[config.mk]
export PLATFORM = sky130hd
export DESIGN_NAME = idxpio_top
export DESIGN_NICKNAME = d
export VERILOG_FILES = /design/src/rtl/idxpio_pkg.sv /design/src/rtl/idxpio_inq.sv /design/src/rtl/idxpio_top.sv
export SDC_FILE = /design/constraint.sdc
export NUM_CORES = 1
export LEC_CHECK = 0
export ABC_AREA = 1
export BUFFER_PORTS_ARGS = -buffer_cell sky130_fd_sc_hd__buf_2
export CORE_MARGIN = 8
export CORE_UTILIZATION = 32
export DETAILED_ROUTE_END_ITERATION = 7
export HOLD_SLACK_MARGIN = 0.06
export PLACE_DENSITY_LB_ADDON = 0.3
export SLEW_MARGIN = 5
export SYNTH_ARGS = -nofsm -noshare
export SYNTH_HDL_FRONTEND = slang
export SYNTH_SLANG_ARGS = --single-unit
[constraint.sdc]
create_clock -name ref_clk -period 7 [get_ports ref_clk]
set_input_delay 1.05 -clock ref_clk [delete_from_list [all_inputs] [get_ports ref_clk]]
set_output_delay 1.05 -clock ref_clk [all_outputs]
set_load 0.02 [all_outputs]
[src/rtl/idxpio_pkg.sv]
// idxpio_pkg: constants and types for the indexer parallel i/o block
package idxpio_pkg;
   // input modes other than lockout, kept across power cycles by the caller's storage
   typedef enum logic [1:0] {
      IDXPIO_MODE_BCD = 2'h0,
      IDXPIO_MODE_LOCK = 2'h1,
      IDXPIO_MODE_ONEHOT = 2'h3,
      IDXPIO_MODE_BIN = 2'h2
   } idxpio_mode_t;
   localparam idxpio_mode_t IDXPIO_MODE_RST = IDXPIO_MODE_BCD;
   // timing
   localparam int unsigned CLK_HZ = 25_000_000;
   localparam int unsigned QUAL_MS = 30;
   localparam int unsigned QUAL_CYC = CLK_HZ / 1000 * QUAL_MS;
   localparam int unsigned BOUNCE_US = 1000;
   localparam int unsigned BOUNCE_CYC = CLK_HZ / 1_000_000 * BOUNCE_US;
   localparam int QW = 20;
   localparam int BW = 15;
   // position widths and values
   localparam int PW = 8;
   localparam logic [7:0] POS_NONE = 8'h00;
   localparam logic [7:0] POS_ONE = 8'h01;
   localparam logic [7:0] POS_MAX_1H = 8'h08;
   localparam logic [3:0] BCD_MAX = 4'h9;
   localparam logic [3:0] DEC_TEN = 4'hA;
   localparam logic [7:0] OUT_IDLE = 8'hFF;
endpackage : idxpio_pkg

[src/rtl/idxpio_inq.sv]
// idxpio_inq: sync, debounce and 30 ms qualify one active-low input
`timescale 1ns/100ps
module idxpio_inq #(
   parameter int unsigned QCYC = idxpio_pkg::QUAL_CYC,
   parameter int unsigned BCYC = idxpio_pkg::BOUNCE_CYC
) (
   input wire logic ref_clk,  // 25 MHz clock
   input wire logic rst_n,    // async reset, active low
   input wire logic pin_n,    // raw pin, low = asserted
   output logic level_r,      // qualified asserted level
   output logic pulse_r       // one pulse per qualified assertion
);
   logic s1_r;
   logic s2_r;
   logic stab_r;
   logic [idxpio_pkg::BW-1:0] bcnt_r;
   logic [idxpio_pkg::QW-1:0] qcnt_r;

   // two-flop synchroniser, idle high through pull-up
   always_ff @(posedge ref_clk or negedge rst_n) begin
      if (!rst_n) begin
         s1_r <= 1'b1;
         s2_r <= 1'b1;
      end else begin
         s1_r <= pin_n;
         s2_r <= s1_r;
      end
   end

   // bounce filter: level must hold for the bounce time
   always_ff @(posedge ref_clk or negedge rst_n) begin
      if (!rst_n) begin
         stab_r <= 1'b1;
         bcnt_r <= '0;
      end else if (s2_r == stab_r) begin
         bcnt_r <= '0;
      end else if (bcnt_r == idxpio_pkg::BW'(BCYC - 1)) begin
         stab_r <= s2_r;
         bcnt_r <= '0;
      end else begin
         bcnt_r <= bcnt_r + 1'b1;
      end
   end

   // low for 30 ms counts once per assertion
   always_ff @(posedge ref_clk or negedge rst_n) begin
      if (!rst_n) begin
         qcnt_r <= '0;
         level_r <= 1'b0;
         pulse_r <= 1'b0;
      end else begin
         pulse_r <= 1'b0;
         if (stab_r) begin
            qcnt_r <= '0;
            level_r <= 1'b0;
         end else if (!level_r) begin
            if (qcnt_r == idxpio_pkg::QW'(QCYC - 1)) begin
               level_r <= 1'b1;
               pulse_r <= 1'b1;
            end else begin
               qcnt_r <= qcnt_r + 1'b1;
            end
         end
      end
   end

   // a pulse only ever comes with the level rising
   a_pulse_once: assert property (@(posedge ref_clk) disable iff (!rst_n)
      pulse_r |-> level_r && !$past(level_r))
      else $error("qualified pulse without new level");
   // high filtered input never yields a level
   a_idle_high: assert property (@(posedge ref_clk) disable iff (!rst_n)
      stab_r |=> !level_r)
      else $error("level while filtered input high");
endmodule : idxpio_inq

[src/rtl/idxpio_top.sv]
// idxpio_top: parallel digital i/o front end of the valve indexer
`timescale 1ns/100ps
module idxpio_top #(
   parameter int unsigned QCYC = idxpio_pkg::QUAL_CYC,  // 30 ms count
   parameter int unsigned BCYC = idxpio_pkg::BOUNCE_CYC // bounce count
) (
   input wire logic ref_clk,             // 25 MHz clock
   input wire logic rst_n,               // power-up reset, active low
   input wire logic advance_n,           // step request pin
   input wire logic home_n,              // return-to-origin pin
   input wire logic manual_dir_n,        // manual direction pin
   input wire logic auto_dir_n,          // automatic direction pin
   input wire logic position_strobe_n,   // data latch pin
   input wire logic [7:0] sel_n,         // position select pins
   input wire logic mode_wr,             // mode write strobe
   input wire idxpio_pkg::idxpio_mode_t mode_in, // mode to write
   input wire idxpio_pkg::idxpio_mode_t mode_nv, // stored mode at boot
   input wire logic [7:0] cfg_count,     // configured position count
   input wire logic [7:0] cfg_offset,    // configured offset
   input wire logic [7:0] cur_pos,       // current position, binary
   input wire logic motor_busy,          // motor turning
   input wire logic cur_dir,             // rotation direction
   input wire logic move_fault,          // rotor out of position
   output logic advance_req_r,           // step request pulse
   output logic home_req_r,              // home request pulse
   output logic dir_toggle_r,            // manual direction pulse
   output logic auto_dir_r,              // automatic direction level
   output logic goto_req_r,              // move request pulse
   output logic [7:0] goto_pos_r,        // target position
   output idxpio_pkg::idxpio_mode_t mode_r, // active input mode
   output logic mode_save_r,             // store mode pulse
   output logic [7:0] eff_count_r,       // effective count
   output logic [7:0] eff_offset_r,      // effective offset
   output logic [7:0] pos_out_n_r,       // position lines, active low
   output logic drive_active_n_r,        // motor running, active low
   output logic dir_out_n_r,             // direction, active low
   output logic error_n_r                // error, active low
);
   localparam int NQ = 5;
   logic [NQ-1:0] q_pin;
   logic [NQ-1:0] q_lvl;
   logic [NQ-1:0] q_pls;
   logic [7:0] sel_s1_r;
   logic [7:0] sel_s2_r;
   logic boot_r;
   logic [7:0] dec_nxt;
   logic dec_ok_nxt;
   logic [7:0] bcd_nxt;
   logic [7:0] sel;
   logic lock;

   // pins already wired-or low on the shared connector
   assign q_pin = {auto_dir_n, manual_dir_n, position_strobe_n,
                   home_n, advance_n};
   assign lock = (mode_r == idxpio_pkg::IDXPIO_MODE_LOCK);

   // one qualifier per control input
   for (genvar i = 0; i < NQ; i++) begin : g_q
      idxpio_inq #(.QCYC(QCYC), .BCYC(BCYC)) u_q (
         .ref_clk(ref_clk),
         .rst_n(rst_n),
         .pin_n(q_pin[i]),
         .level_r(q_lvl[i]),
         .pulse_r(q_pls[i])
      );
   end

   // select lines through two flops, made active high
   always_ff @(posedge ref_clk or negedge rst_n) begin
      if (!rst_n) begin
         sel_s1_r <= idxpio_pkg::OUT_IDLE;
         sel_s2_r <= idxpio_pkg::OUT_IDLE;
      end else begin
         sel_s1_r <= sel_n;
         sel_s2_r <= sel_s1_r;
      end
   end
   assign sel = ~sel_s2_r;

   // mode: nonvolatile value at boot, lockout falls back to BCD
   always_ff @(posedge ref_clk or negedge rst_n) begin
      if (!rst_n) begin
         boot_r <= 1'b1;
         mode_r <= idxpio_pkg::IDXPIO_MODE_RST;
         mode_save_r <= 1'b0;
      end else begin
         boot_r <= 1'b0;
         mode_save_r <= 1'b0;
         if (boot_r) begin
            mode_r <= (mode_nv == idxpio_pkg::IDXPIO_MODE_LOCK) ?
                      idxpio_pkg::IDXPIO_MODE_BCD : mode_nv;
         end else if (mode_wr) begin
            mode_r <= mode_in;
            mode_save_r <= 1'b1;
         end
      end
   end

   // one-hot mode forces offset one and caps count at eight
   always_ff @(posedge ref_clk or negedge rst_n) begin
      if (!rst_n) begin
         eff_count_r <= idxpio_pkg::POS_MAX_1H;
         eff_offset_r <= idxpio_pkg::POS_ONE;
      end else if (mode_r == idxpio_pkg::IDXPIO_MODE_ONEHOT) begin
         eff_offset_r <= idxpio_pkg::POS_ONE;
         eff_count_r <= (cfg_count > idxpio_pkg::POS_MAX_1H) ?
                        idxpio_pkg::POS_MAX_1H : cfg_count;
      end else begin
         eff_offset_r <= cfg_offset;
         eff_count_r <= cfg_count;
      end
   end

   // decode select lines by mode; weights 1..80 BCD
   always_comb begin
      dec_nxt = idxpio_pkg::POS_NONE;
      dec_ok_nxt = 1'b0;
      unique case (mode_r)
         idxpio_pkg::IDXPIO_MODE_BCD: begin
            dec_nxt = ({4'h0, sel[7:4]} * {4'h0, idxpio_pkg::DEC_TEN}) +
                      {4'h0, sel[3:0]};
            dec_ok_nxt = (sel[3:0] <= idxpio_pkg::BCD_MAX) &&
                         (sel[7:4] <= idxpio_pkg::BCD_MAX) &&
                         (sel != idxpio_pkg::POS_NONE);
         end
         idxpio_pkg::IDXPIO_MODE_ONEHOT: begin
            dec_ok_nxt = $onehot(sel);
            for (int k = 0; k < idxpio_pkg::PW; k++) begin
               if (sel[k]) begin
                  dec_nxt = 8'(k + 1);
               end
            end
         end
         idxpio_pkg::IDXPIO_MODE_BIN: begin
            dec_nxt = sel;
            dec_ok_nxt = (sel != idxpio_pkg::POS_NONE);
         end
         idxpio_pkg::IDXPIO_MODE_LOCK: begin
            dec_ok_nxt = 1'b0;
         end
      endcase
   end

   // requests; lockout drops all parallel inputs
   always_ff @(posedge ref_clk or negedge rst_n) begin
      if (!rst_n) begin
         advance_req_r <= 1'b0;
         home_req_r <= 1'b0;
         dir_toggle_r <= 1'b0;
         auto_dir_r <= 1'b0;
         goto_req_r <= 1'b0;
         goto_pos_r <= idxpio_pkg::POS_NONE;
      end else begin
         advance_req_r <= q_pls[0] && !lock;
         home_req_r <= q_pls[1] && !lock;
         dir_toggle_r <= q_pls[3] && !lock;
         auto_dir_r <= q_lvl[4] && !lock;
         goto_req_r <= q_pls[2] && !lock && dec_ok_nxt;
         if (q_pls[2] && !lock && dec_ok_nxt) begin
            goto_pos_r <= dec_nxt;
         end
      end
   end

   // binary position to two BCD digits for the output lines
   always_comb begin
      bcd_nxt = {4'(cur_pos / 8'(idxpio_pkg::DEC_TEN)),
                 4'(cur_pos % 8'(idxpio_pkg::DEC_TEN))};
   end

   // active-low status outputs
   always_ff @(posedge ref_clk or negedge rst_n) begin
      if (!rst_n) begin
         pos_out_n_r <= idxpio_pkg::OUT_IDLE;
         drive_active_n_r <= 1'b1;
         dir_out_n_r <= 1'b1;
         error_n_r <= 1'b1;
      end else begin
         pos_out_n_r <= move_fault ? idxpio_pkg::OUT_IDLE : ~bcd_nxt;
         drive_active_n_r <= !motor_busy;
         dir_out_n_r <= !cur_dir;
         error_n_r <= !move_fault;
      end
   end

   a_jam_zero: assert property (@(posedge ref_clk) disable iff (!rst_n)
      move_fault |=> pos_out_n_r == idxpio_pkg::OUT_IDLE)
      else $error("fault did not blank position");
   a_err_low: assert property (@(posedge ref_clk) disable iff (!rst_n)
      move_fault |=> !error_n_r)
      else $error("error output not asserted");
   a_run_low: assert property (@(posedge ref_clk) disable iff (!rst_n)
      motor_busy |=> !drive_active_n_r)
      else $error("run output not asserted");
   a_lock_quiet: assert property (@(posedge ref_clk) disable iff (!rst_n)
      $past(lock) |-> !goto_req_r && !advance_req_r && !home_req_r &&
      !dir_toggle_r && !auto_dir_r)
      else $error("request during lockout");
   a_count_cap: assert property (@(posedge ref_clk) disable iff (!rst_n)
      $past(mode_r) == idxpio_pkg::IDXPIO_MODE_ONEHOT |->
      eff_count_r <= idxpio_pkg::POS_MAX_1H &&
      eff_offset_r == idxpio_pkg::POS_ONE)
      else $error("one-hot limits not applied");
   a_onehot_pos: assert property (@(posedge ref_clk) disable iff (!rst_n)
      goto_req_r && $past(mode_r) == idxpio_pkg::IDXPIO_MODE_ONEHOT |->
      goto_pos_r >= idxpio_pkg::POS_ONE &&
      goto_pos_r <= idxpio_pkg::POS_MAX_1H)
      else $error("one-hot target out of range");
   a_goto_valid: assert property (@(posedge ref_clk) disable iff (!rst_n)
      goto_req_r |-> $past(dec_ok_nxt) && $past(q_pls[2]))
      else $error("move without valid strobe");
   a_boot_unlock: assert property (@(posedge ref_clk) disable iff (!rst_n)
      $past(boot_r) |-> mode_r != idxpio_pkg::IDXPIO_MODE_LOCK)
      else $error("lockout survived power-up");
endmodule : idxpio_top

---- Word-level counts from Yosys, hierarchy flattened ----
Index checks and enable logic that the tools add are counted.
word-level totals
  bits in latches ......................... 0
  ROM bits ................................ 0
  bits of input ports ..................... 47
  word-level logic and storage cells ...... 204
  register bits ........................... 259
  output and inout port bits .............. 43
  RAM bits ................................ 0
  memories ................................ 0
operators by class
  $mul .................................... 1
  bitwise operators ....................... 7
  add/subtract/negate cells ............... 18
  reduce and logical (&&, ||, !) cells .... 25
  equal/unequal tests ..................... 30
  mux-type cells .......................... 67
  div/mod/pow operators ................... 2
  $lt $le $gt $ge ......................... 3
  shift operators ......................... 0
operators with widths
  kind                                                   count
  2-to-1 mux 20 bit                                      15
  2-to-1 mux 15 bit                                      10
  adder 20 x 1 -> 20 bit, second input constant          5
  equality test 20 bit, second input constant            5
  2-to-1 mux 8 bit                                       11
  adder 15 x 1 -> 15 bit, second input constant          5
  equality test 15 bit, second input constant            5
  2-to-1 mux 1 bit                                       26
  one-hot mux 8 bit (3 select lines)                     1
  AND reduction 2 bit                                    10
  inverter 8 bit                                         2
  != test 2 x 1 -> 1 bit, second input constant          5
  != test 2 bit, second input constant                   5
  adder 1 x 1 -> 2 bit                                   4
  adder 8 x 4 -> 8 bit                                   1
  divider 8 x 4 -> 8 bit, second input constant          1
  > comparator 8 x 4 -> 1 bit, second input constant     1
  less-or-equal comparator 4 bit, second input constant  2
  logical AND 1 bit                                      8
  remainder unit 8 x 4 -> 8 bit, second input constant   1
  nonzero test 8 bit                                     1
  multiplier 4 x 3 -> 7 bit, second input constant       1
  adder 2 x 2 -> 3 bit                                   2
  2-to-1 mux 2 bit                                       3
  other kinds (10)                                       23

---- Longest topological paths before layout ----
  depth after elaboration ................. 10
  depth in mapped cells ................... 19
  gate-level depth less buffers ........... 19

---- Hierarchy ----
A second synthesis with hierarchy kept.
second synthesis, totals
  cells, all modules ...................... 1944
  area, all modules ....................... 14740.4 µm²
modules (own cells, without submodules)
  module      cells each  sequential area each (µm²)  area an instance (µm²)  instances
  idxpio_inq  324         1004.7                      2348.5                  5
  idxpio_top  324         1539.0                      2997.9                  1

---- Worst setup path before layout ----
No wires, ideal clock.
  kind .................................... flip-flop to flip-flop
  from .................................... reg sel_s2_r[0]
  to ...................................... reg goto_pos_r[4]
  library setup time ...................... 0.124 ns
  cell stages (with the launch flop) ...... 14
  path buffers ............................ 1
  arrival time ............................ 3.500 ns
  path slack .............................. 3.376 ns
  data required time ...................... 6.876 ns
  period minus slack after synthesis ...... 3.624 ns
  cell sequence ........................... dfstp_2 > inv_1 > fa_1 > fa_1 > fa_1 > ha_1 > inv_1 > fa_1 > nand3_1 > o31ai_1 > nand3_1 > clkbuf_1 > a21oi_1 > a2bb2oi_1
between the ends
  word-level cells in the longest chain between the ends .. 7
  elaborated cells between the ends (all ways) .. 13
  classes of those cells .................. add/sub: 4; order compare: 1; eq/ne: 1; mux: 2; bitwise: 1; reduce/logical: 4
ends and longest elaborated chain
  element                                     line               text
  start: declaration                          idxpio_top.sv:44   logic [7:0] sel_s2_r;
  start signal: assignment                    idxpio_top.sv:72   sel_s2_r <= idxpio_pkg::OUT_IDLE;
  start signal: assignment                    idxpio_top.sv:75   sel_s2_r <= sel_s1_r;
  inverter 8 bit (*)                          idxpio_top.sv:78   assign sel = ~sel_s2_r;
  adder 1 x 1 -> 2 bit (implied by the code)  idxpio_top.sv:127  dec_ok_nxt = $onehot(sel);
  adder 2 x 2 -> 3 bit (implied by the code)  idxpio_top.sv:127
  adder 3 x 3 -> 4 bit (implied by the code)  idxpio_top.sv:127
  equality test 4 x 1 -> 1 bit                idxpio_top.sv:127
  one-hot mux 1 bit (4 select lines)          idxpio_top.sv:118  unique case (mode_r)
  logical AND 1 bit                           idxpio_top.sv:159  if (q_pls[2] && !lock && dec_ok_nxt) begin
  end signal: assignment                      idxpio_top.sv:152  goto_pos_r <= idxpio_pkg::POS_NONE;
  end signal: assignment                      idxpio_top.sv:160  goto_pos_r <= dec_nxt;
  end: declaration                            idxpio_top.sv:29   output logic [7:0] goto_pos_r,
Mark *: on every way between the ends. The rest lies on a longest branch, timed or not.
A chain may end at the register's enable or synchronous reset.

---- Worst setup path after layout ----
  from .................................... reg sel_s2_r[0]
  to ...................................... reg goto_pos_r[7]
The elaborated chain is that of the path after synthesis.

==> flow_metrics.env <==
export IMPL_status="complete, no violations"
export IMPL_grt_overflow=0
export IMPL_synth_top_cell_area_share_pct=39.58
export IMPL_start_kind="register"
export IMPL_ctsResizeCount=0
export IMPL_wl_um=29750
export IMPL_period_share_pct=56.74
export IMPL_p_leak_nw=6.839
export IMPL_finalClockSkew_ns=0.01418
export IMPL_diodes=0
export IMPL_ys_types=57
export IMPL_htreeDepth=1
export IMPL_hp_start="sel_s1_r[6]$_DFF_PN1_"
export IMPL_setup_viol=0
export IMPL_drive_gt1_share_pct=14.50
export IMPL_cts_setup_buffers=0
export IMPL_total_power_w=0.003539
export IMPL_tightest_slew_ns=1.017
export IMPL_nets=1783
export IMPL_grt_pass1_vias=10990
export IMPL_yosys_top_cells_area="dfrtp_1 (40%), dfstp_2 (8.7%), nand2_1 (7.2%)"
export IMPL_synth_edff_count=0
export IMPL_drtIter0Drc=667
export IMPL_worstSetupEndpointType="register"
export IMPL_fin_util_pct=37.56
export IMPL_min_path_type="register to register"
export IMPL_gp_congestion=0.8642
export IMPL_cts_hold_repair_buffers=0
export IMPL_p_per_area_nw_per_um2=225.2
export IMPL_io_pins=90
export IMPL_clk_pin_slew_ns=0.06
export IMPL_criticalPathCategory="register to register"
export IMPL_yosysMostFrequentCell="nand2_1"
export IMPL_yosys_area_top_type="dfrtp_1"
export IMPL_rsz0062_at_grt="no"
export IMPL_hold_path_cell_count=0
export IMPL_worstReg2RegStart="sel_s2_r[0]$_DFF_PN1_"
export IMPL_clkSinkCount=259
export IMPL_port_buffers=89
export IMPL_cp_arrival_ns=4.46
export IMPL_vias_per_cell=4.799
export IMPL_syn_area_um2=13530
export IMPL_maxSlewHeadroom_pct=31.43
export IMPL_post_synth_cell_area_avg_um2=8.429
export IMPL_async_reset_ff_share_pct=100.0
export IMPL_grt_antenna_before_repair=2
export IMPL_synth_commonest_cells="nand2_1 (261), inv_1 (251), dfrtp_1 (214)"
export IMPL_die_w_um=221.6
export IMPL_synth_fp_nets=1681
export IMPL_drv_slew=0
export IMPL_r2r_setup_slack_ns=3.03
export IMPL_syn_inst=1605
export IMPL_clk_path_buf_depth=3
export IMPL_seq_area_frac_synth_pct=48.32
export IMPL_hold_viol=0
export IMPL_timing_rr_end="goto_pos_r[7]$_DFFE_PN0P_"
export IMPL_drv_cap=0
export IMPL_fmax_mhz=251.8
export IMPL_worstPathMaxFanout=13
export IMPL_clk_latency_ns=0.57
export IMPL_cts_buffers=30
export IMPL_vdd_ir_drop_max_mv=0.2061
export IMPL_area_delta_synth_final_pct=16.19
export IMPL_reg2reg_depth=12
export IMPL_vias=10890
export IMPL_rows=75
export IMPL_synth_seq_cells=259
export IMPL_grt_max_degree=179
export IMPL_dp_hpwl_um=21350
export IMPL_die_height_um=221.6
export IMPL_grt_total_usage_pct=12.22
export IMPL_ys_warn_count=0
export IMPL_cp_required_ns=7.48
export IMPL_start_util_pct=32.33
export IMPL_ant_nets=0
export IMPL_drc_errors=0
export IMPL_grt_pass1_wl_um=52760
export IMPL_holdPathEnd="sel_s2_r[6]$_DFF_PN1_"
export IMPL_fp_dieArea_um2=49120
export IMPL_layout_min_cycle_time_ns=3.972
export IMPL_synthFlopType="dfrtp_1"
export IMPL_tns_ns=0
export IMPL_cts_root_buffer="clkbuf_16"
export IMPL_dr_pass1_iters=4
export IMPL_wl_per_cell_um=13.10
export IMPL_core_area_um2=41850
export IMPL_cts_tree="built"
-- critical path: stages (launching register included) --
cell       delay, ns
dfstp_2         0.53
inv_1           0.07
fa_1            0.56
fa_1            0.42
fa_1            0.49
ha_1            0.17
inv_1           0.06
fa_1            0.47
nand3_1         0.08
o31ai_1         0.25
nand3_1         0.36
inv_1           0.25
a2bb2oi_1       0.18
-- flip-flops by register name, indices dropped and copies added, names as in the netlist, 2 cells and up --
| name | flops |
|---|---|
| eff_count_r | 8 |
| eff_offset_r | 8 |
| g_q.u_q.bcnt_r | 75 |
| g_q.u_q.level_r | 5 |
| g_q.u_q.pulse_r | 4 |
| g_q.u_q.qcnt_r | 100 |
| g_q.u_q.s1_r | 5 |
| g_q.u_q.s2_r | 5 |
| g_q.u_q.stab_r | 5 |
| goto_pos_r | 8 |
| mode_r | 2 |
| pos_out_n_r | 8 |
| sel_s1_r | 8 |
| sel_s2_r | 8 |
-- per-stage QoR --
step,hold WS (ns),worst slack [ns],cells,cell area [µm²]
after floorplan,0.3452,3.376,1605,13530
after global placement,0.3471,3.115,2214,14600
after detailed placement,0.3481,3.020,2214,14600
after CTS,0.3567,2.994,2270,15720
after global routing,0.3612,2.716,2270,15720
final,0.3518,3.028,2270,15720
-- cells in the final DEF (no fill, tap or decap), drive strengths merged, types with 6 or more instances in the layout --
master | synthesis | final
clkinv | 2 | 10
nand3 | 84 | 84
dfstp | 45 | 45
buf | 8 | 92
nand4 | 58 | 58
o21ai | 64 | 64
ha | 23 | 23
xor2 | 48 | 48
a21oi | 59 | 59
nor3 | 110 | 110
o31ai | 34 | 34
nor4 | 41 | 41
dfrtp | 214 | 214
nor3b | 20 | 20
clkbuf | 14 | 39
bufinv | 0 | 7
nor2 | 185 | 185
a31oi | 6 | 6
nand2 | 273 | 273
xnor2 | 6 | 6
inv | 257 | 257
fa | 6 | 6
-- power by group --
group          total (W)  internal, W  switching, W
registers        0.00156      0.00154     0.0000172
clock network    0.00174      0.00111      0.000638
logic           0.000238    0.0000784      0.000160
-- kinds of logic after synthesis --
group	share of synthesized area, %
compound gates	9.239
xor+xnor	3.496
fa+ha+maj	3.015
buf+inv	7.916
flops	48.32
mux	0.4161
other cells	0.02772
simple gates	27.57
-- how the worst max path moves through the flow --
stage	from	to	slack, ns
2_1_floorplan	sel_s2_r[0]$_DFF_PN1_	goto_pos_r[4]$_DFFE_PN0P_	3.38
3_3_place_gp	sel_s2_r[0]$_DFF_PN1_	goto_pos_r[4]$_DFFE_PN0P_	3.12
3_5_place_dp	sel_s2_r[1]$_DFF_PN1_	goto_pos_r[7]$_DFFE_PN0P_	3.02
4_1_cts	sel_s2_r[1]$_DFF_PN1_	goto_pos_r[7]$_DFFE_PN0P_	2.99
5_1_grt	sel_s2_r[1]$_DFF_PN1_	goto_pos_r[7]$_DFFE_PN0P_	2.72
6_report	sel_s2_r[0]$_DFF_PN1_	goto_pos_r[7]$_DFFE_PN0P_	3.03
-- cell type report --
type / instances / area (µm²)
clock buffer: 39 / 844.6
multi-input combinational: 1065 / 5921
timing repair buffer: 92 / 490.5
clock inverter: 17 / 280.3
fill: 4252 / 26130
sequential: 259 / 6538
tap: 539 / 674.4
inverter: 259 / 972.2
-- metal layers --
layer  vias to the layer above  track usage (%)  wire, µm
met4                         4            3.806       617
li1                       5547                -         -
met3                        52            2.566      1439
met5                         -                0        27
met2                       197            19.49     13260
met1                      5094            16.46     14400
No activity file was read; power rests on OpenSTA's default activity.
